--- config.mk ---
export PLATFORM = sky130hd
export DESIGN_NAME = shaft_access_interlock
export DESIGN_NICKNAME = d
export VERILOG_FILES = /design/src/rtl/shaft_access_pkg.sv /design/src/rtl/pulse_train_detect.sv /design/src/rtl/shaft_access_interlock.sv
export SDC_FILE = /design/constraint.sdc
export NUM_CORES = 1
export LEC_CHECK = 0
export ABC_AREA = 1
export ABC_CLOCK_PERIOD_IN_PS = 2000
export BUFFER_PORTS_ARGS = -buffer_cell sky130_fd_sc_hd__clkbuf_2
export CORE_UTILIZATION = 50
export DETAILED_ROUTE_END_ITERATION = 7
export PLACE_DENSITY_LB_ADDON = 0.1
export SLEW_MARGIN = 20
export SYNTH_ARGS = -nofsm -noshare
export SYNTH_HDL_FRONTEND = slang
export SYNTH_SLANG_ARGS = --single-unit
--- constraint.sdc ---
create_clock -name hclk -period 2 [get_ports hclk]
set_input_delay 0.3 -clock hclk [delete_from_list [all_inputs] [get_ports hclk]]
set_output_delay 0.3 -clock hclk [all_outputs]
set_load 0.02 [all_outputs]
--- src/rtl/shaft_access_pkg.sv ---
// constants, register map and carrier types of the shaft access interlock
package shaft_access_pkg;

  // clock and timing
  localparam int unsigned CLK_HZ         = 40_000_000;
  localparam int unsigned QUICK_GAP_MS   = 1000;
  localparam int unsigned QUICK_GAP_CYC  = CLK_HZ / 1000 * QUICK_GAP_MS;
  localparam int unsigned COIL_PULSE_MS  = 200;
  localparam int unsigned COIL_PULSE_CYC = CLK_HZ / 1000 * COIL_PULSE_MS;
  localparam int unsigned QUICK_PULSES   = 3;

  // fault codes
  localparam logic [7:0] CODE_NONE = 8'h00;
  localparam logic [7:0] CODE_PIT  = 8'h14;
  localparam logic [7:0] CODE_KEY  = 8'h15;
  localparam logic [7:0] CODE_COIL = 8'h79;

  // register byte offsets
  localparam logic [7:0] ADDR_CTRL   = 8'h00;
  localparam logic [7:0] ADDR_GAP    = 8'h04;
  localparam logic [7:0] ADDR_CMD    = 8'h08;
  localparam logic [7:0] ADDR_STATUS = 8'h0c;

  // field positions
  localparam int unsigned CTRL_MONO_BIT  = 0;
  localparam int unsigned CMD_RESET_BIT  = 0;
  localparam int unsigned STAT_FAULT_BIT = 0;
  localparam int unsigned STAT_CODE_LSB  = 8;
  localparam int unsigned STAT_GREEN_BIT = 16;
  localparam int unsigned STAT_COIL_BIT  = 17;
  localparam int unsigned STAT_RUN_BIT   = 18;

  // reset values
  localparam logic [31:0] CTRL_RST = 32'h0000_0000;

  // shaft side contacts, all from pins
  typedef struct packed {
    logic pit_chain_point_open;
    logic key_open;
    logic reset_button;
    logic bistable_open;
    logic internal_bist_open;
    logic doors_closed;
    logic chain_closed;
    logic car_stopped;
  } shaft_pins_t;

  // run control requests, same clock
  typedef struct packed {
    logic normal_req;
    logic inspection_req;
    logic inspection_mode;
  } run_req_t;

  typedef enum logic [1:0] {
    ST_CLEAR = 2'b00,
    ST_FAULT = 2'b01,
    ST_COIL  = 2'b10
  } guard_state_t;

endpackage

--- src/rtl/pulse_train_detect.sv ---
// counts quick pulses whose gaps stay under a maximum
`timescale 1ns/1ps
module pulse_train_detect #(
  parameter int unsigned PULSES = shaft_access_pkg::QUICK_PULSES
) (
  input  wire logic        hclk,
  input  wire logic        hresetn,
  input  wire logic        arm,
  input  wire logic        pulse,
  input  wire logic [31:0] gap_max,
  output logic             done
);

  logic [3:0]  cnt_r;
  logic [3:0]  cnt_nxt;
  logic [31:0] gap_r;
  logic [31:0] gap_nxt;
  logic        done_r;
  logic        done_nxt;
  logic        late;

  // a gap that reaches the limit breaks the train
  assign late = (cnt_r != 4'h0) && (gap_r >= gap_max);

  // next count, gap timer and completion
  always_comb begin
    cnt_nxt  = cnt_r;
    gap_nxt  = gap_r;
    done_nxt = 1'b0;
    if (!arm) begin
      cnt_nxt = 4'h0;
      gap_nxt = 32'h0000_0000;
    end else if (pulse) begin
      // the pulse cycle is the first cycle of the next gap, so a gap equal to the limit breaks the train
      gap_nxt = 32'h0000_0001;
      if (late || cnt_r == 4'h0) begin
        cnt_nxt = 4'h1;
      end else if (cnt_r == 4'(PULSES - 1)) begin
        cnt_nxt  = 4'h0;
        done_nxt = 1'b1;
      end else begin
        cnt_nxt = cnt_r + 4'h1;
      end
    end else if (late) begin
      cnt_nxt = 4'h0;
    end else if (cnt_r != 4'h0) begin
      gap_nxt = gap_r + 32'h0000_0001;
    end
  end

  always_ff @(posedge hclk or negedge hresetn) begin
    if (!hresetn) begin
      cnt_r  <= 4'h0;
      gap_r  <= 32'h0000_0000;
      done_r <= 1'b0;
    end else begin
      cnt_r  <= cnt_nxt;
      gap_r  <= gap_nxt;
      done_r <= done_nxt;
    end
  end

  assign done = done_r;
endmodule

--- src/rtl/shaft_access_interlock.sv ---
// shaft access interlock with AHB-Lite register slave
//
// Behaviour
// - pit chain point open latches code 20
// - release key opening latches code 21
// - fault blocks normal runs, inspection allowed
// - green light only when shaft safe
// - three quick key cycles clear fault
// - three quick button presses clear fault
// - handheld programmer reset command clears fault
// - reset needs doors and chain closed
// - reset needs bistable contacts open in bistable mode
// - early bistable closure raises code 121 in bistable mode
// - reset energises landing reset coils
// - monostable mode: internal circuit must be open
`timescale 1ns/1ps
module shaft_access_interlock #(
  parameter logic [31:0] QUICK_GAP_CYC  = 32'(shaft_access_pkg::QUICK_GAP_CYC),
  parameter logic [31:0] COIL_PULSE_CYC = 32'(shaft_access_pkg::COIL_PULSE_CYC)
) (
  input  wire logic                          hclk,
  input  wire logic                          hresetn,
  input  wire logic                          hsel,
  input  wire logic [31:0]                   haddr,
  input  wire logic [1:0]                    htrans,
  input  wire logic                          hwrite,
  input  wire logic [2:0]                    hsize,
  input  wire logic [31:0]                   hwdata,
  input  wire logic                          hready,
  output logic      [31:0]                   hrdata,
  output logic                               hreadyout,
  output logic                               hresp,
  input  wire shaft_access_pkg::shaft_pins_t pins,
  input  wire shaft_access_pkg::run_req_t    run_req,
  output logic                               run_permit,
  output logic                               shaft_protection_fault,
  output logic      [7:0]                    fault_code,
  output logic                               green_light,
  output logic                               red_light,
  output logic                               reset_coil
);

  localparam int PW = $bits(shaft_access_pkg::shaft_pins_t);

  //////////////////////////////////////////////////////////////////////////////
  // pin synchronisers and edges

  logic [PW-1:0] sync1_r;
  logic [PW-1:0] sync2_r;
  logic [PW-1:0] prev_r;

  // contacts bounce and come from another domain, so two flops each
  for (genvar i = 0; i < PW; i++) begin : g_sync
    always_ff @(posedge hclk or negedge hresetn) begin
      if (!hresetn) begin
        sync1_r[i] <= 1'b0;
        sync2_r[i] <= 1'b0;
        prev_r[i]  <= 1'b0;
      end else begin
        sync1_r[i] <= pins[i];
        sync2_r[i] <= sync1_r[i];
        prev_r[i]  <= sync2_r[i];
      end
    end
  end

  shaft_access_pkg::shaft_pins_t pin_s;
  shaft_access_pkg::shaft_pins_t pin_p;
  assign pin_s = sync2_r;
  assign pin_p = prev_r;

  logic pit_rise;
  logic key_rise;
  logic key_fall;
  logic btn_rise;
  logic bist_rise;
  logic bist_fall;

  // edge detectors read only the settled copies
  assign pit_rise  = pin_s.pit_chain_point_open & ~pin_p.pit_chain_point_open;
  assign key_rise  = pin_s.key_open & ~pin_p.key_open;
  assign key_fall  = ~pin_s.key_open & pin_p.key_open;
  assign btn_rise  = pin_s.reset_button & ~pin_p.reset_button;
  assign bist_rise = pin_s.bistable_open & ~pin_p.bistable_open;
  assign bist_fall = ~pin_s.bistable_open & pin_p.bistable_open;

  //////////////////////////////////////////////////////////////////////////////
  // register slave

  logic        wr_pend_r;
  logic        wr_pend_nxt;
  logic [7:0]  waddr_r;
  logic [7:0]  waddr_nxt;
  logic [31:0] ctrl_r;
  logic [31:0] ctrl_nxt;
  logic [31:0] gap_r;
  logic [31:0] gap_nxt;
  logic        cmd_r;
  logic        cmd_nxt;
  logic [31:0] rdata_r;
  logic [31:0] rdata_nxt;
  logic [31:0] status_w;
  logic        addr_phase;

  logic                                fault_r;
  logic [7:0]                          code_r;
  logic                                green_r;
  logic                                coil_r;
  logic                                permit_r;
  shaft_access_pkg::guard_state_t      state_r;

  assign addr_phase = hsel & hready & htrans[1];

  // status word shows the block's own state
  always_comb begin
    status_w = 32'h0000_0000;
    status_w[shaft_access_pkg::STAT_FAULT_BIT] = fault_r;
    status_w[shaft_access_pkg::STAT_CODE_LSB +: 8] = code_r;
    status_w[shaft_access_pkg::STAT_GREEN_BIT] = green_r;
    status_w[shaft_access_pkg::STAT_COIL_BIT] = coil_r;
    status_w[shaft_access_pkg::STAT_RUN_BIT] = permit_r;
  end

  // read data is captured in the address phase so it leaves a flop
  always_comb begin
    wr_pend_nxt = addr_phase & hwrite;
    waddr_nxt   = addr_phase ? haddr[7:0] : waddr_r;
    ctrl_nxt    = ctrl_r;
    gap_nxt     = gap_r;
    cmd_nxt     = 1'b0;
    rdata_nxt   = rdata_r;
    if (wr_pend_r) begin
      case (waddr_r)
        shaft_access_pkg::ADDR_CTRL: begin
          ctrl_nxt = {31'h0000_0000, hwdata[shaft_access_pkg::CTRL_MONO_BIT]};
        end
        shaft_access_pkg::ADDR_GAP: begin
          gap_nxt = hwdata;
        end
        shaft_access_pkg::ADDR_CMD: begin
          cmd_nxt = hwdata[shaft_access_pkg::CMD_RESET_BIT];
        end
        default: begin
        end
      endcase
    end
    if (addr_phase && !hwrite) begin
      case (haddr[7:0])
        shaft_access_pkg::ADDR_CTRL:   rdata_nxt = ctrl_r;
        shaft_access_pkg::ADDR_GAP:    rdata_nxt = gap_r;
        shaft_access_pkg::ADDR_STATUS: rdata_nxt = status_w;
        default:                       rdata_nxt = 32'h0000_0000;
      endcase
    end
  end

  always_ff @(posedge hclk or negedge hresetn) begin
    if (!hresetn) begin
      wr_pend_r <= 1'b0;
      waddr_r   <= 8'h00;
      ctrl_r    <= shaft_access_pkg::CTRL_RST;
      gap_r     <= QUICK_GAP_CYC;
      cmd_r     <= 1'b0;
      rdata_r   <= 32'h0000_0000;
    end else begin
      wr_pend_r <= wr_pend_nxt;
      waddr_r   <= waddr_nxt;
      ctrl_r    <= ctrl_nxt;
      gap_r     <= gap_nxt;
      cmd_r     <= cmd_nxt;
      rdata_r   <= rdata_nxt;
    end
  end

  // zero wait states, always OKAY; hsize is word only
  assign hrdata    = rdata_r;
  assign hreadyout = 1'b1;
  assign hresp     = 1'b0;

  //////////////////////////////////////////////////////////////////////////////
  // reset path detectors

  logic key_done;
  logic btn_done;
  logic armed;

  // trains are only counted while a fault waits for its reset
  assign armed = (state_r == shaft_access_pkg::ST_FAULT);

  // an open-then-close of the key counts on the close
  pulse_train_detect u_key_train (
    .hclk    (hclk),
    .hresetn (hresetn),
    .arm     (armed),
    .pulse   (key_fall),
    .gap_max (gap_r),
    .done    (key_done)
  );

  pulse_train_detect u_btn_train (
    .hclk    (hclk),
    .hresetn (hresetn),
    .arm     (armed),
    .pulse   (btn_rise),
    .gap_max (gap_r),
    .done    (btn_done)
  );

  //////////////////////////////////////////////////////////////////////////////
  // fault state machine

  logic                           mono;
  logic                           contacts_open;
  logic                           access_evt;
  logic [7:0]                     access_code;
  logic                           early_close;
  logic                           rst_req;
  logic                           ready_ok;
  logic                           accept;
  logic [31:0]                    coil_cnt_r;
  logic [31:0]                    coil_cnt_nxt;
  logic [7:0]                     code_nxt;
  shaft_access_pkg::guard_state_t state_nxt;

  assign mono          = ctrl_r[shaft_access_pkg::CTRL_MONO_BIT];
  assign contacts_open = mono ? pin_s.internal_bist_open : pin_s.bistable_open;
  // in bistable mode the contact itself also reports entry
  assign access_evt    = pit_rise | key_rise | (~mono & bist_rise);
  assign access_code   = pit_rise ? shaft_access_pkg::CODE_PIT : shaft_access_pkg::CODE_KEY;
  assign early_close   = armed & ~mono & bist_fall;
  assign rst_req       = key_done | btn_done | cmd_r;
  assign ready_ok      = pin_s.doors_closed & pin_s.chain_closed & contacts_open;
  // a new entry in the same cycle as a reset wins over the clear
  assign accept        = rst_req & ready_ok & ~access_evt & ~early_close;

  always_comb begin
    state_nxt    = state_r;
    code_nxt     = code_r;
    coil_cnt_nxt = coil_cnt_r;
    case (state_r)
      shaft_access_pkg::ST_CLEAR: begin
        if (access_evt) begin
          state_nxt = shaft_access_pkg::ST_FAULT;
          code_nxt  = access_code;
        end
      end
      shaft_access_pkg::ST_FAULT: begin
        if (early_close) begin
          code_nxt = shaft_access_pkg::CODE_COIL;
        end else if (accept) begin
          state_nxt    = shaft_access_pkg::ST_COIL;
          code_nxt     = shaft_access_pkg::CODE_NONE;
          coil_cnt_nxt = COIL_PULSE_CYC - 32'h0000_0001;
        end else if (rst_req && mono && !pin_s.internal_bist_open) begin
          code_nxt = shaft_access_pkg::CODE_COIL;
        end
        // otherwise the fault simply holds
      end
      shaft_access_pkg::ST_COIL: begin
        if (access_evt) begin
          state_nxt = shaft_access_pkg::ST_FAULT;
          code_nxt  = access_code;
        end else if (coil_cnt_r == 32'h0000_0000) begin
          state_nxt = shaft_access_pkg::ST_CLEAR;
        end else begin
          coil_cnt_nxt = coil_cnt_r - 32'h0000_0001;
        end
      end
      default: begin
        state_nxt = shaft_access_pkg::ST_FAULT;
        code_nxt  = shaft_access_pkg::CODE_KEY;
      end
    endcase
  end

  logic fault_nxt;
  logic green_nxt;
  logic coil_nxt;
  logic permit_nxt;

  // fault and coil outputs register the next state; green and run permit follow the present fault latch, one cycle late, harmless for relays
  always_comb begin
    fault_nxt  = (state_nxt == shaft_access_pkg::ST_FAULT);
    coil_nxt   = (state_nxt == shaft_access_pkg::ST_COIL);
    green_nxt  = fault_r & pin_s.car_stopped;
    permit_nxt = (run_req.inspection_req & run_req.inspection_mode) |
                 (run_req.normal_req & ~run_req.inspection_mode & ~fault_r);
  end

  always_ff @(posedge hclk or negedge hresetn) begin
    if (!hresetn) begin
      state_r    <= shaft_access_pkg::ST_CLEAR;
      code_r     <= shaft_access_pkg::CODE_NONE;
      coil_cnt_r <= 32'h0000_0000;
      fault_r    <= 1'b0;
      green_r    <= 1'b0;
      coil_r     <= 1'b0;
      permit_r   <= 1'b0;
    end else begin
      state_r    <= state_nxt;
      code_r     <= code_nxt;
      coil_cnt_r <= coil_cnt_nxt;
      fault_r    <= fault_nxt;
      green_r    <= green_nxt;
      coil_r     <= coil_nxt;
      permit_r   <= permit_nxt;
    end
  end

  assign shaft_protection_fault = fault_r;
  assign fault_code             = code_r;
  assign green_light            = green_r;
  assign red_light              = ~green_r;
  assign reset_coil             = coil_r;
  assign run_permit             = permit_r;
endmodule

==> results_dict.tcl <==
set metrics [dict create \
    drive_gt1_share_pct 26.01 \
    die_w_um 163.8 \
    hpwl_mm 27.18 \
    seq_area_frac_synth_pct 40.41 \
    worst_pin_slew_ns 0.6124 \
    cts_tree "done" \
    setup_slack_ns -0.1613 \
    routabilityCongestion 0.9354 \
    grt_usage_pct 28.61 \
    postSynth.asyncResetShare_pct 100.0 \
    cts_sinks 211 \
    grt_max_degree 63 \
    synth-edff-count 0 \
    clk_pin_slew_worst_paths_ns 0.06 \
    crit_arrival_ns 2.58 \
    hold_violations 0 \
    cts-root-buf "clkbuf_16" \
    seq_area_um2 5291 \
    antenna_found_initial 0 \
    p_leak_nw 8.810 \
    vias 12770 \
    violations "setup timing" \
    fillers 2129 \
    endpoint_kind "flop" \
    ir_drop_v 0.0006667 \
    dieArea_um2 26830 \
    io_buffers 99 \
    place_area_um2 14790 \
    wl_mm 39.15 \
    maxSlewHeadroom_pct 59.17 \
    path_class "flop to flop" \
    detail-route-antenna-nets 0 \
    ios 132 \
    clock_path_buffers 3 \
    tns_ns -9.127 \
    synth_cell_type_count 46 \
    finalCritPeriodShare_pct 108.1 \
    syn_inst 1818 \
    netlist_area_um2 13090 \
    holdCritPathClass "primary input to flop" \
    holdWs_ns 0.01317 \
    drtPass1Iterations 5 \
    routedWlPerCell_um 16.21 \
    fin_skew_ns 0.01234 \
    grt_pass1_vias 11940 \
    die-height_um 163.8 \
    design_area_um2 17370 \
    syn_avg_cell_area_um2 7.200 \
    coreArea_um2 25400 \
    area.growth.synth_to_final_pct 32.66 \
    drv_cap 0 \
    fin_crit_ns 2.161 \
    clock.fmax_ghz 0.4627 \
    status "finished with violations" \
    cts.htree.levels 1 \
    critPathMaxFanout 8 \
    cts_inserted_buffers 26 \
    slowest_delay_ns 0.55 \
    path_cells "inv_4 -> ha_4 -> nand2_4 -> nor2_4 -> nand4_1 -> nor3_2 -> buf_4 -> nand2_4 -> nand3_4 -> buf_12 -> nand2_8 -> buf_16 -> nand2_1 -> nand2_1" \
    crit_slowest_cell "dfstp_2" \
    multi_input_area_um2 7747 \
    grt_pass1_wl_mm 60.62 \
    setup_viol_count_final 74 \
    gr-total-overflow 0 \
    start_util_pct 51.54 \
    maxSlewViolCount 0 \
    synth_flop_cell "dfrtp_1" \
    yosys_register_bits 211 \
    viasPerCell 5.287 \
    power_density_nw_per_um2 907.1 \
    rows 58 \
    clock_latency_ns 0.54 \
    crit_required_ns 2.42 \
    drt_iter0_markers 1053 \
    post-route-drc-count 0 \
    start_kind "flop" \
    nets 2221 \
    rsz0062_at_grt "true" \
    synthesis.yosys.warnings 0 \
]
[timing repair]
item	in CTS	in global routing
setup endpoints to repair	71	102
pin swaps	25	29
gates cloned	7	4
hold buffers	17	0
resized for setup	101	171
buffers inserted	11	10
hold endpoints to repair	69	0
[layer usage]
metal / up-vias / share of wire, % / global-route usage, %
met3: 63 / 4.8 / 3.359
met5: - / 0 / 0
met4: 0 / 2.4 / 7.365
met1: 6034 / 45 / 39.67
li1: 6330 / - / -
met2: 340 / 47 / 47.40
[cell usage in the layout (no fill, tap or decap), types with 19 or more instances in the layout]
master and instances:
nand2_1 454, nor2_1 232, dfrtp_1 202, inv_1 148
nand3_1 141, buf_4 126, clkbuf_2 98, nand2_2 66
a21oi_1 54, ha_1 52, nor3_1 51, o21ai_0 49
clkbuf_16 31, nand2_4 30, nand4_1 28, xor2_1 28
nand3_2 21, inv_2 20, ha_4 20, nor2_2 19
[cell type report]
class,count,share of cell area [%]
multi-input combinational,1369,44.61
clock inverter,11,0.8286
clock buffer,37,4.453
sequential,211,30.47
timing repair buffer,275,13.17
tap,330,2.378
inverter,181,4.071
antenna,1,0.01441
[stage by stage]
stage | util, % | std cells | setup slack (ns) | power, mW
floorplan | - | 1820 | 0.07167 | 7.741
global placement | 58.25 | 2319 | -0.1057 | 9.003
detailed placement | 58.25 | 2319 | -0.1620 | 9.096
CTS | 65.24 | 2402 | -0.1433 | 15.05
global route | 68.36 | 2414 | -0.2899 | 16.49
finish | 68.37 | 2415 | -0.1613 | 15.75
[worst paths after layout]
path	start	end	slack, ns	depth (start not counted)
worst max-delay path	gap_r[22]$_DFFE_PN1P_	u_key_train.gap_r[24]$_DFFE_PN0P_	-0.16	14
worst min-delay path	hwdata[24]	gap_r[24]$_DFFE_PN0P_	0.01	3
worst max register to register	gap_r[22]$_DFFE_PN1P_	u_key_train.gap_r[24]$_DFFE_PN0P_	-0.16	14
worst min register to register	sync1_r[0]$_DFF_PN0_	pin_s[0]$_DFF_PN0_	0.35	0
max in group asynchronous	hresetn	u_key_train.gap_r[7]$_DFFE_PN0P_	1.01	3
min in group asynchronous	hresetn	waddr_r[1]$_DFFE_PN0P_	0.29	2
[cells in the mapped netlist, drive strengths merged (2+ instances only)]
master  count  area share (%)
nand3     168             6.6
ha         72             6.9
dfrtp     203              39
nand4      28             1.3
xor2       28             1.9
and2        2           0.096
nand2     552              16
dfstp       8             1.6
a21o       18             1.0
a21oi      59             2.3
clkinv      2           0.057
o22ai       4            0.19
o21bai      4            0.23
or2        10            0.48
nor2      256             7.7
nor3       58             2.4
o21ai      71             3.0
inv       179             5.1
nor4        9            0.43
xnor2      14            0.94
o21a        2            0.11
clkbuf     27            0.77
buf        32             1.5
nor3b       3            0.17
conb        2           0.057
[kinds of logic after synthesis]
kind of cell    count (synthesis)  share of synthesized area [%]
fa+ha+maj                      72                          6.882
mux                             1                        0.08602
flops                         211                          40.41
other cells                     2                        0.05737
buf+inv                       240                          7.484
simple gates                 1088                          35.23
compound gates                162                          7.035
xor+xnor                       42                          2.810
[where the power goes]
part / switching, mW / internal, mW
combinational: 3.42 / 2.20
clock: 1.90 / 3.08
sequential: 0.402 / 4.74
[worst max-delay path: cells and delay by family, from the launching register on]
kind	cells	cell delay, ns
flip-flops	1	0.55
buffers and inverters	4	0.51
adder cells (fa/ha/maj)	1	0.27
AND/OR/NAND/NOR	9	0.73
[sequential cells by signal (all words and copies together), names as in the netlist]
name                    count
u_btn_train.gap_r          32
pin_s                       8
state_r                     2
sync1_r                     8
run_permit                  1
green_light                 1
waddr_r                     8
coil_cnt_r                 32
fault_code                  4
ctrl_r                      1
pin_p                       4
reset_coil                  1
wr_pend_r                   1
u_key_train.cnt_r           4
hrdata                     32
gap_r                      32
u_key_train.gap_r          32
cmd_r                       1
u_key_train.done            1
u_btn_train.cnt_r           4
u_btn_train.done            1
shaft_protection_fault      1
(Power assumes the default switching activity.)
